### src/design/prl1_pkg.sv
package prl1_pkg;
  // ==========================================================
  // timing
  localparam int CLK_HZ        = 25_000_000;
  localparam int PERSIST_MS    = 10;
  // least persistence time in whole cycles, 250000 at 25 MHz, not rounded up
  localparam int PERSIST_CYC   = (CLK_HZ / 1000 * PERSIST_MS + 0);
  localparam int AIS_WIN_BITS  = 512;
  localparam int AIS_MIN_ZEROS = 3;
  localparam int SYNC_STAGES   = 3;

  // ==========================================================
  // error indication codes carried with a management event
  localparam logic [2:0] EI_POWER_LOSS = 3'h0;
  localparam logic [2:0] EI_FAULT_ONE  = 3'h1;
  localparam logic [2:0] EI_FAULT_TWO  = 3'h2;
  localparam logic [2:0] EI_FAULT_THR  = 3'h3;
  localparam logic [2:0] EI_FAULT_FOUR = 3'h4;

  // ==========================================================
  // state sets, one-hot
  typedef enum logic [6:0] {
    user_power_off_state   = 7'h01,
    user_operational_state = 7'h02,
    user_fault_one_state   = 7'h04,
    user_fault_two_state   = 7'h08,
    user_fault_three_state = 7'h10,
    user_fault_four_state  = 7'h20,
    user_power_on_state    = 7'h40
  } prl1_ust_t;

  typedef enum logic [6:0] {
    network_power_off_state   = 7'h01,
    network_operational_state = 7'h02,
    network_fault_one_state   = 7'h04,
    network_fault_two_state   = 7'h08,
    network_fault_three_state = 7'h10,
    network_fault_four_state  = 7'h20,
    network_power_on_state    = 7'h40
  } prl1_nst_t;

  // ==========================================================
  // carriers
  typedef struct packed {
    logic frame_aligned;
    logic sig_lost;
    logic bit_stb;
    logic bit_val;
    logic a_stb;
    logic a_val;
    logic e_stb;
    logic e_val;
    logic crc_err;
  } prl1_rx_t;

  typedef struct packed {
    logic remote_alarm;
    logic all_ones_alarm_signal;
    logic alarm_crc;
    logic lost;
  } prl1_det_t;

  typedef struct packed {
    logic send;
    logic crc_bits;
    logic remote_alarm;
    logic all_ones;
    logic cont_crc_report;
    logic timing;
  } prl1_tx_t;

  typedef struct packed {
    logic       ph_ai;
    logic       ph_di;
    logic       mph_ai;
    logic       mph_di;
    logic       mph_ei;
    logic [2:0] ei_code;
  } prl1_prim_t;
endpackage

### src/design/prl1_sync.sv
`timescale 1ns/1ns
// ============================================================
// three-stage pin synchroniser, change taken when stages 2, 3 agree
module prl1_sync #(
  parameter int W = 1
) (
  input  wire logic         clock,
  input  wire logic         rstn,
  input  wire logic [W-1:0] din,
  output logic      [W-1:0] dout
);
  import prl1_pkg::*;

  genvar i;
  generate
    for (i = 0; i < W; i++)
    begin : g_bit
      logic [SYNC_STAGES-1:0] sh_r;
      logic                   out_r;
      // first stage feeds only the second
      always_ff @(posedge clock or negedge rstn)
      begin
        if (!rstn)
          sh_r <= '0;
        else
          sh_r <= {sh_r[SYNC_STAGES-2:0], din[i]};
      end
      // agreement filter rejects a single metastable sample
      always_ff @(posedge clock or negedge rstn)
      begin
        if (!rstn)
          out_r <= 1'b0;
        else if (sh_r[1] == sh_r[2])
          out_r <= sh_r[2];
      end
      // one driver per output bit
      assign dout[i] = out_r;
    end
  endgenerate
endmodule

### src/design/prl1_detect.sv
`timescale 1ns/1ns
// ============================================================
// receive condition detector for one side
module prl1_detect #(
  parameter int PCYC = prl1_pkg::PERSIST_CYC
) (
  input  wire logic                clock,
  input  wire logic                rstn,
  input  wire prl1_pkg::prl1_rx_t  rx,
  output prl1_pkg::prl1_det_t      det
);
  import prl1_pkg::*;

  logic        ra_r;
  logic        ez_r;
  logic        ais_r;
  logic        acrc_r;
  logic [9:0]  win_r;
  logic [1:0]  zer_r;
  logic [31:0] per_r;

  // remote alarm: aligned and alarm bit one
  // aligned plus alarm bit
  always_ff @(posedge clock or negedge rstn)
  begin
    if (!rstn)
      ra_r <= 1'b0;
    else if (!rx.frame_aligned)
      ra_r <= 1'b0;
    else if (rx.a_stb)
      ra_r <= rx.a_val;
  end

  // set when the last error-report bit seen was zero
  always_ff @(posedge clock or negedge rstn)
  begin
    if (!rstn)
      ez_r <= 1'b0;
    else if (rx.e_stb)
      ez_r <= !rx.e_val;
  end

  // all-ones window, zero count saturates at the limit
  // window of bit periods
  always_ff @(posedge clock or negedge rstn)
  begin
    if (!rstn)
    begin
      win_r <= '0;
      zer_r <= '0;
      ais_r <= 1'b0;
    end
    else if (rx.frame_aligned)
    begin
      win_r <= '0;
      zer_r <= '0;
      ais_r <= 1'b0;
    end
    else if (rx.bit_stb)
    begin
      if (win_r == 10'(AIS_WIN_BITS - 1))
      begin
        win_r <= '0;
        zer_r <= '0;
        // one bit wider so a saturated count plus a last zero cannot wrap
        ais_r <= ({1'b0, zer_r} + 3'(!rx.bit_val)) < 3'(AIS_MIN_ZEROS);
      end
      else
      begin
        win_r <= win_r + 10'h001;
        if (!rx.bit_val && zer_r != 2'(AIS_MIN_ZEROS))
          zer_r <= zer_r + 2'h1;
      end
    end
  end

  // persistence of alarm plus error reports; any break restarts it
  // persistence check
  always_ff @(posedge clock or negedge rstn)
  begin
    if (!rstn)
    begin
      per_r  <= '0;
      acrc_r <= 1'b0;
    end
    else if (!(ra_r && ez_r))
    begin
      per_r  <= '0;
      acrc_r <= 1'b0;
    end
    else if (per_r == 32'(PCYC - 1))
      acrc_r <= 1'b1;
    else
      per_r <= per_r + 32'h1;
  end

  assign det.remote_alarm          = ra_r;
  assign det.all_ones_alarm_signal = ais_r;
  assign det.alarm_crc             = acrc_r;
  assign det.lost                  = rx.sig_lost || !rx.frame_aligned;
endmodule

### src/design/prl1_top.sv
`timescale 1ns/1ns
// How it works
// - report status to layer two, management, far side
// - transitions into fault or power off states issue error indication primitives
// - user power off sends nothing
// - user operational sends frames, reports crc errors
// - user fault one keeps frames and reports
// - user fault two sends frames with alarm
// - user fault three sends frames with alarm
// - user fault four sends frames, reports optional
// - user power on left only for a fault state or power off, never straight to operational
// - error reports read per network option
// - continuous reports only under option two
// - network power off sends nothing
// - network operational sends frames, reports errors
// - network fault one sends alarm, gives timing
// - network fault two sends plain frames
// - network fault three sends all ones
// - network fault four sends alarm, reports, timing
// - network power on left after evaluating input
// - remote alarm needs alignment and bit one
// - all-ones needs lost alignment, few zeros
// - alarm with reports needs persistence time
// - errored blocks clear one report bit each in operational, fault one, and user fault four if USER_REPORT_F4
module prl1_top #(
  parameter int  PERSIST_CYCLES = prl1_pkg::PERSIST_CYC,
  parameter bit  USER_REPORT_F4 = 1'b1
) (
  input  wire logic                clock,
  input  wire logic                rstn,
  input  wire logic                user_power_ok,
  input  wire logic                net_power_ok,
  input  wire logic                net_option2,
  input  wire logic                user_act_req,
  input  wire logic                net_act_req,
  input  wire prl1_pkg::prl1_rx_t  user_rx,
  input  wire prl1_pkg::prl1_rx_t  net_rx,
  input  wire logic                net_up_fault,
  input  wire logic                net_up_ais,
  output prl1_pkg::prl1_ust_t      user_state,
  output prl1_pkg::prl1_nst_t      net_state,
  output prl1_pkg::prl1_tx_t       user_tx,
  output prl1_pkg::prl1_tx_t       net_tx,
  output prl1_pkg::prl1_prim_t     user_prim,
  output prl1_pkg::prl1_prim_t     net_prim,
  output logic                     user_e_clear,
  output logic                     net_e_clear
);
  import prl1_pkg::*;

  // ==========================================================
  // pins and detectors
  logic [1:0] pwr_s;
  prl1_det_t  ud;
  prl1_det_t  nd;

  // power sense comes from the supply monitor, not this clock
  prl1_sync #(
    .W (2)
  ) u_sync (
    .clock (clock),
    .rstn  (rstn),
    .din   ({net_power_ok, user_power_ok}),
    .dout  (pwr_s)
  );

  prl1_detect #(
    .PCYC (PERSIST_CYCLES)
  ) u_udet (
    .clock (clock),
    .rstn  (rstn),
    .rx    (user_rx),
    .det   (ud)
  );

  prl1_detect #(
    .PCYC (PERSIST_CYCLES)
  ) u_ndet (
    .clock (clock),
    .rstn  (rstn),
    .rx    (net_rx),
    .det   (nd)
  );

  // ==========================================================
  // user side machine
  prl1_ust_t  us_r;
  prl1_ust_t  us_nxt;
  prl1_ust_t  ut;
  prl1_prim_t up_nxt;

  // target from received conditions, worst first
  always_comb
  begin
    // power on is left only toward a fault state or power off, not operational
    if (ud.lost && ud.all_ones_alarm_signal)
      ut = user_fault_three_state;
    else if (ud.lost)
      ut = user_fault_two_state;
    // continuous reports only with option two
    else if (ud.alarm_crc && net_option2)
      ut = user_fault_four_state;
    else if (ud.remote_alarm)
      ut = user_fault_one_state;
    else
      ut = user_operational_state;
  end

  always_comb
  begin
    us_nxt = us_r;
    up_nxt = '0;
    case (us_r)
      user_power_off_state:
      begin
        if (pwr_s[0])
          us_nxt = user_power_on_state;
      end
      user_operational_state, user_fault_one_state, user_fault_two_state,
      user_fault_three_state, user_fault_four_state, user_power_on_state:
      begin
        if (!pwr_s[0])
        begin
          us_nxt         = user_power_off_state;
          up_nxt.mph_ei  = 1'b1;
          up_nxt.ei_code = EI_POWER_LOSS;
          up_nxt.ph_di   = (us_r == user_operational_state);
          up_nxt.mph_di  = (us_r == user_operational_state);
        end
        else if (ut != us_r && !(ut == user_operational_state
                                  && us_r == user_power_on_state))
        begin
          us_nxt = ut;
          if (ut == user_operational_state)
          begin
            up_nxt.ph_ai  = 1'b1;
            up_nxt.mph_ai = 1'b1;
          end
          else
          begin
            up_nxt.mph_ei  = 1'b1;
            up_nxt.ph_di   = (us_r == user_operational_state);
            up_nxt.mph_di  = (us_r == user_operational_state);
            up_nxt.ei_code = (ut == user_fault_one_state)   ? EI_FAULT_ONE :
                             (ut == user_fault_two_state)   ? EI_FAULT_TWO :
                             (ut == user_fault_three_state) ? EI_FAULT_THR :
                                                              EI_FAULT_FOUR;
          end
        end
        else if (user_act_req)
        begin
          up_nxt.ph_ai  = (us_r == user_operational_state);
          up_nxt.mph_ai = (us_r == user_operational_state);
          up_nxt.ph_di  = (us_r != user_operational_state);
          up_nxt.mph_di = (us_r != user_operational_state);
        end
      end
      default:
        us_nxt = user_power_off_state;
    endcase
  end

  // user transmit content per state
  function automatic prl1_tx_t utx(input prl1_ust_t s);
    prl1_tx_t t;
    t = '0;
    case (s)
      user_operational_state, user_fault_one_state, user_fault_four_state:
      begin
        t.send     = 1'b1;
        t.crc_bits = 1'b1;
        t.timing   = 1'b1;
      end
      user_fault_two_state, user_fault_three_state:
      begin
        t.send         = 1'b1;
        t.crc_bits     = 1'b1;
        t.remote_alarm = 1'b1;
      end
      // power off and power on send nothing
      default:
        t = '0;
    endcase
    return t;
  endfunction

  always_ff @(posedge clock or negedge rstn)
  begin
    if (!rstn)
      us_r <= user_power_off_state;
    else
      us_r <= us_nxt;
  end

  // status and primitives toward higher layers
  always_ff @(posedge clock or negedge rstn)
  begin
    if (!rstn)
    begin
      user_tx   <= '0;
      user_prim <= '0;
    end
    else
    begin
      user_tx   <= utx(us_nxt);
      user_prim <= up_nxt;
    end
  end

  // one cleared report bit per errored block in operational, fault one, and fault four if USER_REPORT_F4
  always_ff @(posedge clock or negedge rstn)
  begin
    if (!rstn)
      user_e_clear <= 1'b0;
    else
      user_e_clear <= user_rx.crc_err && (us_r == user_operational_state
                      || us_r == user_fault_one_state
                      || (us_r == user_fault_four_state && USER_REPORT_F4));
  end

  // ==========================================================
  // network side machine
  prl1_nst_t  ns_r;
  prl1_nst_t  ns_nxt;
  prl1_nst_t  nt;
  prl1_prim_t np_nxt;

  // power on left once input evaluated
  always_comb
  begin
    if (nd.lost)
      nt = network_fault_four_state;
    else if (nd.remote_alarm && net_up_ais)
      nt = network_fault_three_state;
    else if (nd.remote_alarm)
      nt = network_fault_two_state;
    else if (net_up_fault)
      nt = network_fault_one_state;
    else
      nt = network_operational_state;
  end

  always_comb
  begin
    ns_nxt = ns_r;
    np_nxt = '0;
    case (ns_r)
      network_power_off_state:
      begin
        if (pwr_s[1])
          ns_nxt = network_power_on_state;
      end
      network_operational_state, network_fault_one_state,
      network_fault_two_state, network_fault_three_state,
      network_fault_four_state, network_power_on_state:
      begin
        if (!pwr_s[1])
        begin
          ns_nxt         = network_power_off_state;
          np_nxt.mph_ei  = 1'b1;
          np_nxt.ei_code = EI_POWER_LOSS;
          np_nxt.ph_di   = (ns_r == network_operational_state);
          np_nxt.mph_di  = (ns_r == network_operational_state);
        end
        else if (nt != ns_r)
        begin
          ns_nxt = nt;
          if (nt == network_operational_state)
          begin
            np_nxt.ph_ai  = 1'b1;
            np_nxt.mph_ai = 1'b1;
          end
          else
          begin
            np_nxt.mph_ei  = 1'b1;
            np_nxt.ph_di   = (ns_r == network_operational_state);
            np_nxt.mph_di  = (ns_r == network_operational_state);
            np_nxt.ei_code = (nt == network_fault_one_state) ? EI_FAULT_ONE :
                             (nt == network_fault_two_state) ? EI_FAULT_TWO :
                             (nt == network_fault_three_state) ? EI_FAULT_THR :
                                                                 EI_FAULT_FOUR;
          end
        end
        else if (net_act_req)
        begin
          np_nxt.ph_ai  = (ns_r == network_operational_state);
          np_nxt.mph_ai = (ns_r == network_operational_state);
          np_nxt.ph_di  = (ns_r != network_operational_state);
          np_nxt.mph_di = (ns_r != network_operational_state);
        end
      end
      default:
        ns_nxt = network_power_off_state;
    endcase
  end

  function automatic prl1_tx_t ntx(input prl1_nst_t s, input logic opt2);
    prl1_tx_t t;
    t = '0;
    case (s)
      network_operational_state:
      begin
        t.send     = 1'b1;
        t.crc_bits = 1'b1;
        t.timing   = 1'b1;
      end
      network_fault_one_state:
      begin
        t.send         = 1'b1;
        t.crc_bits     = 1'b1;
        t.remote_alarm = 1'b1;
        t.timing       = 1'b1;
      end
      network_fault_two_state:
      begin
        t.send     = 1'b1;
        t.crc_bits = 1'b1;
      end
      network_fault_three_state:
      begin
        t.send     = 1'b1;
        t.all_ones = 1'b1;
      end
      // alarm plus continuous reports under option two, timing kept
      network_fault_four_state:
      begin
        t.send            = 1'b1;
        t.crc_bits        = 1'b1;
        t.remote_alarm    = 1'b1;
        t.cont_crc_report = opt2;
        t.timing          = 1'b1;
      end
      // power off and power on send nothing
      default:
        t = '0;
    endcase
    return t;
  endfunction

  always_ff @(posedge clock or negedge rstn)
  begin
    if (!rstn)
      ns_r <= network_power_off_state;
    else
      ns_r <= ns_nxt;
  end

  always_ff @(posedge clock or negedge rstn)
  begin
    if (!rstn)
    begin
      net_tx   <= '0;
      net_prim <= '0;
    end
    else
    begin
      net_tx   <= ntx(ns_nxt, net_option2);
      net_prim <= np_nxt;
    end
  end

  // reports only where frames carry them normally
  always_ff @(posedge clock or negedge rstn)
  begin
    if (!rstn)
      net_e_clear <= 1'b0;
    else
      net_e_clear <= net_rx.crc_err && (ns_r == network_operational_state
                     || ns_r == network_fault_one_state);
  end

  assign user_state = us_r;
  assign net_state  = ns_r;
endmodule

### config.mk
export PLATFORM = sky130hd
export DESIGN_NAME = prl1_top
export DESIGN_NICKNAME = d
export VERILOG_FILES = /design/src/design/prl1_pkg.sv /design/src/design/prl1_sync.sv /design/src/design/prl1_detect.sv /design/src/design/prl1_top.sv
export SDC_FILE = /design/constraint.sdc
export NUM_CORES = 1
export LEC_CHECK = 0
export BUFFER_PORTS_ARGS = -buffer_cell sky130_fd_sc_hd__buf_4
export CAP_MARGIN = 15
export CORE_UTILIZATION = 60
export DETAILED_ROUTE_END_ITERATION = 10
export PLACE_DENSITY = 0.92
export SLEW_MARGIN = 15
export SYNTH_ARGS = -nofsm -noshare
export SYNTH_HDL_FRONTEND = slang
export SYNTH_SLANG_ARGS = --single-unit
### constraint.sdc
create_clock -name clock -period 3.75 [get_ports clock]
set_clock_uncertainty 0.05 [all_clocks]
set_input_delay 0.75 -clock clock [delete_from_list [all_inputs] [get_ports clock]]
set_output_delay 0.75 -clock clock [all_outputs]
set_load 0.01 [all_outputs]
-- Word level (Yosys, flattened, before mapping)
Cells that the tools add are included.
- bits in registers: 99
- output and inout port bits: 44
- input bits: 27
- word-level logic and storage cells: 192
- $lt $le $gt $ge: 1
- add/subtract/negate cells: 4
- equality and inequality tests: 45
- reductions and logical operators: 33
- multiplexer cells: 71
- operators with widths (cell ; number):
    $mux W32 ; 2
    $mux W7 ; 9
    $eq A7 B2 Y1 const B ; 6
    $eq A7 B3 Y1 const B ; 6
    $eq A7 B4 Y1 const B ; 6
    $eq A7 B5 Y1 const B ; 6
    $add A32 B1 Y32 const B ; 1
    $eq A32 B18 Y1 const B ; 1
    $mux W10 ; 3
    $eq A7 B6 Y1 const B ; 4
    $mux W4 ; 7
    $pmux W7 S2 ; 2
    $mux W1 ; 27
    $mux W5 ; 5
    $mux W3 ; 8
    $mux W8 ; 2
    $eq A7 B1 Y1 const B ; 2
    $eq A7 B7 Y1 const B ; 2
    $ne A7 B2 Y1 const B ; 2
    $ne A7 B7 Y1 ; 2
    $reduce_or A6 Y1 ; 2
    $add A10 B1 Y10 const B ; 1
    $eq A10 B9 Y1 const B ; 1
    $mux W2 ; 5
    16 further kinds ; 42

-- Longest topological paths before layout
- word-level depth: 14
- depth in mapped cells: 7
- depth with buffers taken out: 7

-- Cells and area by module
From an unflattened synthesis, not the netlist that was laid out.
- cells, all modules: 751
- area total of the unflattened synthesis: 7324.5 sq um
- by module, submodules not included (module ; instances ; area an instance (sq um) ; cells each ; sequential area each (sq um)):
    prl1_detect at u_ndet ; 1 ; 2646.3 ; 283 ; 1201.2
    prl1_detect at u_udet ; 1 ; 2602.5 ; 279 ; 1201.2
    prl1_top ; 1 ; 1838.0 ; 177 ; 928.4
    prl1_sync ; 1 ; 237.7 ; 12 ; 200.2

-- Worst setup path before layout
OpenSTA, ideal clock, no wires.
- path kind: input to register
- start point: in net_rx[7] (netlist bit)
- end point: reg net_prim[5] (netlist bit)
- required time: 3.629 ns
- arrival time: 2.045 ns
- setup slack: 1.584 ns
- stages: 7
- buffers on the path: 1
- setup time: 0.071 ns
- cell sequence: nand2b_1 clkbuf_1 o21bai_1 a21oi_1 o211a_1 mux2_2 nor2_1
- RTL lines (element ; RTL line ; source):
    from (decl) ; prl1_top.sv:37 ; input wire prl1_pkg::prl1_rx_t net_rx,
    to (signal assigned) ; prl1_top.sv:358 ; net_prim <= np_nxt;
    to (decl) ; prl1_top.sv:45 ; output prl1_pkg::prl1_prim_t net_prim,

==> out/metrics.csv <==
metric;value;unit
post_cts_buffers;0;
synth_cell_types;66;
synthAdderAreaFrac;1.82;%
drtIter0Drc;218;
seq_area_frac_synth;52.0;%
rows;31;
grt_pass1_wl;14200;um
synth.area.top_cells;dfrtp_1, xor2_1, nor2_1;
synth-async-reset-ratio;100;%
ys_ff_latch;94;
antenna_cells;0;
cts.clk_slew.worst_paths;0.09;ns
ir_worst_vdd;192;uV
drc;0;
fmax;444;MHz
dieArea;0.00790;mm^2
worstHoldPathType;reg -> reg;
grt_pass1_vias;3229;
yosysWarnings;0;
ff2ff_path_depth;6;
yosysTopAreaCellShare;50.8;%
cp-start-kind;register;
vias;3437;
crit_type;reg -> reg;
synth_top_family_by_area;simple AND/OR/NAND/NOR gates;
synth.largest_area_cell;dfrtp_1;
dpl.hpwl;5980;um
synthCells;430;
route.top_layer_used;met4;
worst_slew_pin_slew;1.04;ns
endpoint_kind;register;
netlist_area;0.00453;mm^2
die_w;88.9;um
synthSimpleGateAreaFrac;24.7;%
wl_met3;449;um
syn_area_per_cell;10.5;um^2
io_pins;71;
ys.flop_type;dfrtp_1;
synth_commonest_cells;dfrtp_1, nor2_1, nand2_1;
maxCapViolCount;0;
initial_core_util;62.1;%
cts_buffers;9;
core_area;0.00729;mm^2
synth_compound_area_share;9.42;%
rsz0062_at_grt;no;
area_delta_synth_final;15.8;%
p_leak;2.39;nW
hold_viol;0;
track_usage;23.7;%
dr.pass1.iters;4;
slew_headroom;30.6;%
clock_sinks;94;
fin_setup_tns;0;ns
via_per_inst;5.81;
period_minus_slack;2.25;ns
power.density;411;mW/mm^2
root_buffer;clkbuf_8;
die_height;88.9;um
totalWireLength;8840;um
run_status;completed;
cts_tree;done;
cts_resized;0;
setup_viol;0;
drive_above_1_share;21.3;%
grt_remaining_overflow;0;
synth_edf_count;0;
yosysMostFrequentCell;dfrtp_1;
cts_buffer_depth;2;
gp_congestion;0.821;
io_buffers;64;
cts-htree-levels;3;
final_nets;520;
route.detailed.wl_per_inst;14.9;um
grt_max_degree;95;
muxShareOfSynthArea;1.63;%
critical_path_required;3.94;ns
hold_buffers;0;
whs;0.309;ns
worstPathMaxFanout;15;
met2_length;4320;um
clk_latency;0.36;ns
antenna_found_initial;0;
period_share;60.1;%
synth_xor_area_share;7.54;%
hold_depth;0;
fillerInstances;523;
postRouteAntennaNets;0;
worstPathArrival;2.44;ns
slew_viol_final;0;
met1_length;3860;um
-- kinds of logic after synthesis --
kind of cell,Yosys count
other,1
buffers and inverters,24
multiplexers,7
flip-flops,94
XOR/XNOR,39
adder cells (fa/ha/maj),7
AND/OR/NAND/NOR,195
AO/OA/AOI/OAI,63
-- worst max-delay path, stage by stage (launching register included) --
cell,delay [ns]
dfrtp_1,0.46
or4_4,0.60
nor4_4,0.25
a31oi_2,0.08
o41ai_2,0.11
nand2_4,0.21
a2111oi_2,0.37
-- state kept, by name, summed over array words and instances, names as in the netlist --
signal and count:
net_tx 6, u_sync.g_bit.out_r 2, u_udet.per_r 32, u_udet.zer_r 2, u_ndet.ra_r 1, u_udet.ra_r 1, user_tx 3, net_e_clear 1
u_udet.ais_r 1, u_sync.g_bit.sh_r 6, u_udet.ez_r 1, u_udet.win_r 10, user_e_clear 1, u_udet.acrc_r 1, net_state 7, user_state 7
user_prim 6, net_prim 6
-- layer usage --
| layer | vias up | global-route usage, % |
|---|---|---|
| met1 | 1662 | 28.4 |
| met3 | 22 | 6.56 |
| li1 | 1629 | - |
| met4 | 0 | 10.7 |
| met5 | - | 0 |
| met2 | 124 | 39.9 |
-- power breakdown --
group / total [mW] / switching (mW) / internal, mW
Clock: 0.718 / 0.343 / 0.376
Combinational: 0.303 / 0.165 / 0.138
Sequential: 1.13 / 0.0644 / 1.07
Total: 2.15 / 0.572 / 1.58
-- final timing paths --
| check | startpoint | end | slack (ns) |
|---|---|---|---|
| worst max-delay path | net_state[3] | net_prim[0] | 1.50 |
| worst min-delay path | u_sync.g_bit[1].sh_r[0] | u_sync.g_bit[1].sh_r[1] | 0.31 |
| worst max register to register | net_state[3] | net_prim[0] | 1.50 |
| worst min register to register | u_sync.g_bit[1].sh_r[0] | u_sync.g_bit[1].sh_r[1] | 0.31 |
| max in group asynchronous | rstn | u_udet.per_r[1] | 2.70 |
| min in group asynchronous | rstn | net_state[6] | 0.40 |
-- placed cells by master (no fill, tap or decap), types with 2 or more instances in the layout --
cell type,count
a21oi_1,14
a31oi_1,3
a31oi_2,2
and2_1,5
and3_1,6
and4_1,4
buf_4,63
bufinv_16,2
clkbuf_1,3
clkbuf_8,9
conb_1,2
dfrtp_1,92
dfstp_2,2
ha_1,5
inv_1,6
maj3_1,2
mux2_2,3
mux2i_1,4
nand2_1,31
nand2b_1,4
nand3_1,12
nand3b_1,2
nand4_1,10
nor2_1,60
nor2b_1,7
nor3_1,14
nor3_2,4
nor3b_1,4
nor4_1,8
nor4_4,4
nor4b_1,3
o21a_1,2
o21ai_0,21
o21bai_1,2
o31ai_1,3
or3_1,5
or3b_1,2
xnor2_1,12
xor2_1,27
-- stage by stage --
| stage | worst slack (ns) | util (%) | instances | power (mW) | instance area (um^2) |
|---|---|---|---|---|---|
| floorplan | 1.58 | - | 431 | 1.32 | 4530 |
| detailed placement | 1.22 | 69.0 | 576 | 1.45 | 5030 |
| finish | 1.50 | 71.9 | 592 | 2.15 | 5250 |
| global route | 1.33 | 71.9 | 592 | 2.25 | 5250 |
| CTS | 1.53 | 71.9 | 592 | 2.17 | 5240 |
| global placement | 1.25 | 69.0 | 576 | 1.44 | 5030 |
-- area by class of cell --
type / count / area [um^2] / share of cell area, %
flip-flops and latches: 94 / 2350 / 44.9
well taps: 99 / 124 / 2.36
clock buffers: 12 / 135 / 2.58
repair buffers: 64 / 484 / 9.23
clock inverters: 4 / 72.6 / 1.38
inverters: 6 / 22.5 / 0.429
multi-input cells: 313 / 2050 / 39.1
Note: power is estimated with default switching activity, not from simulation.
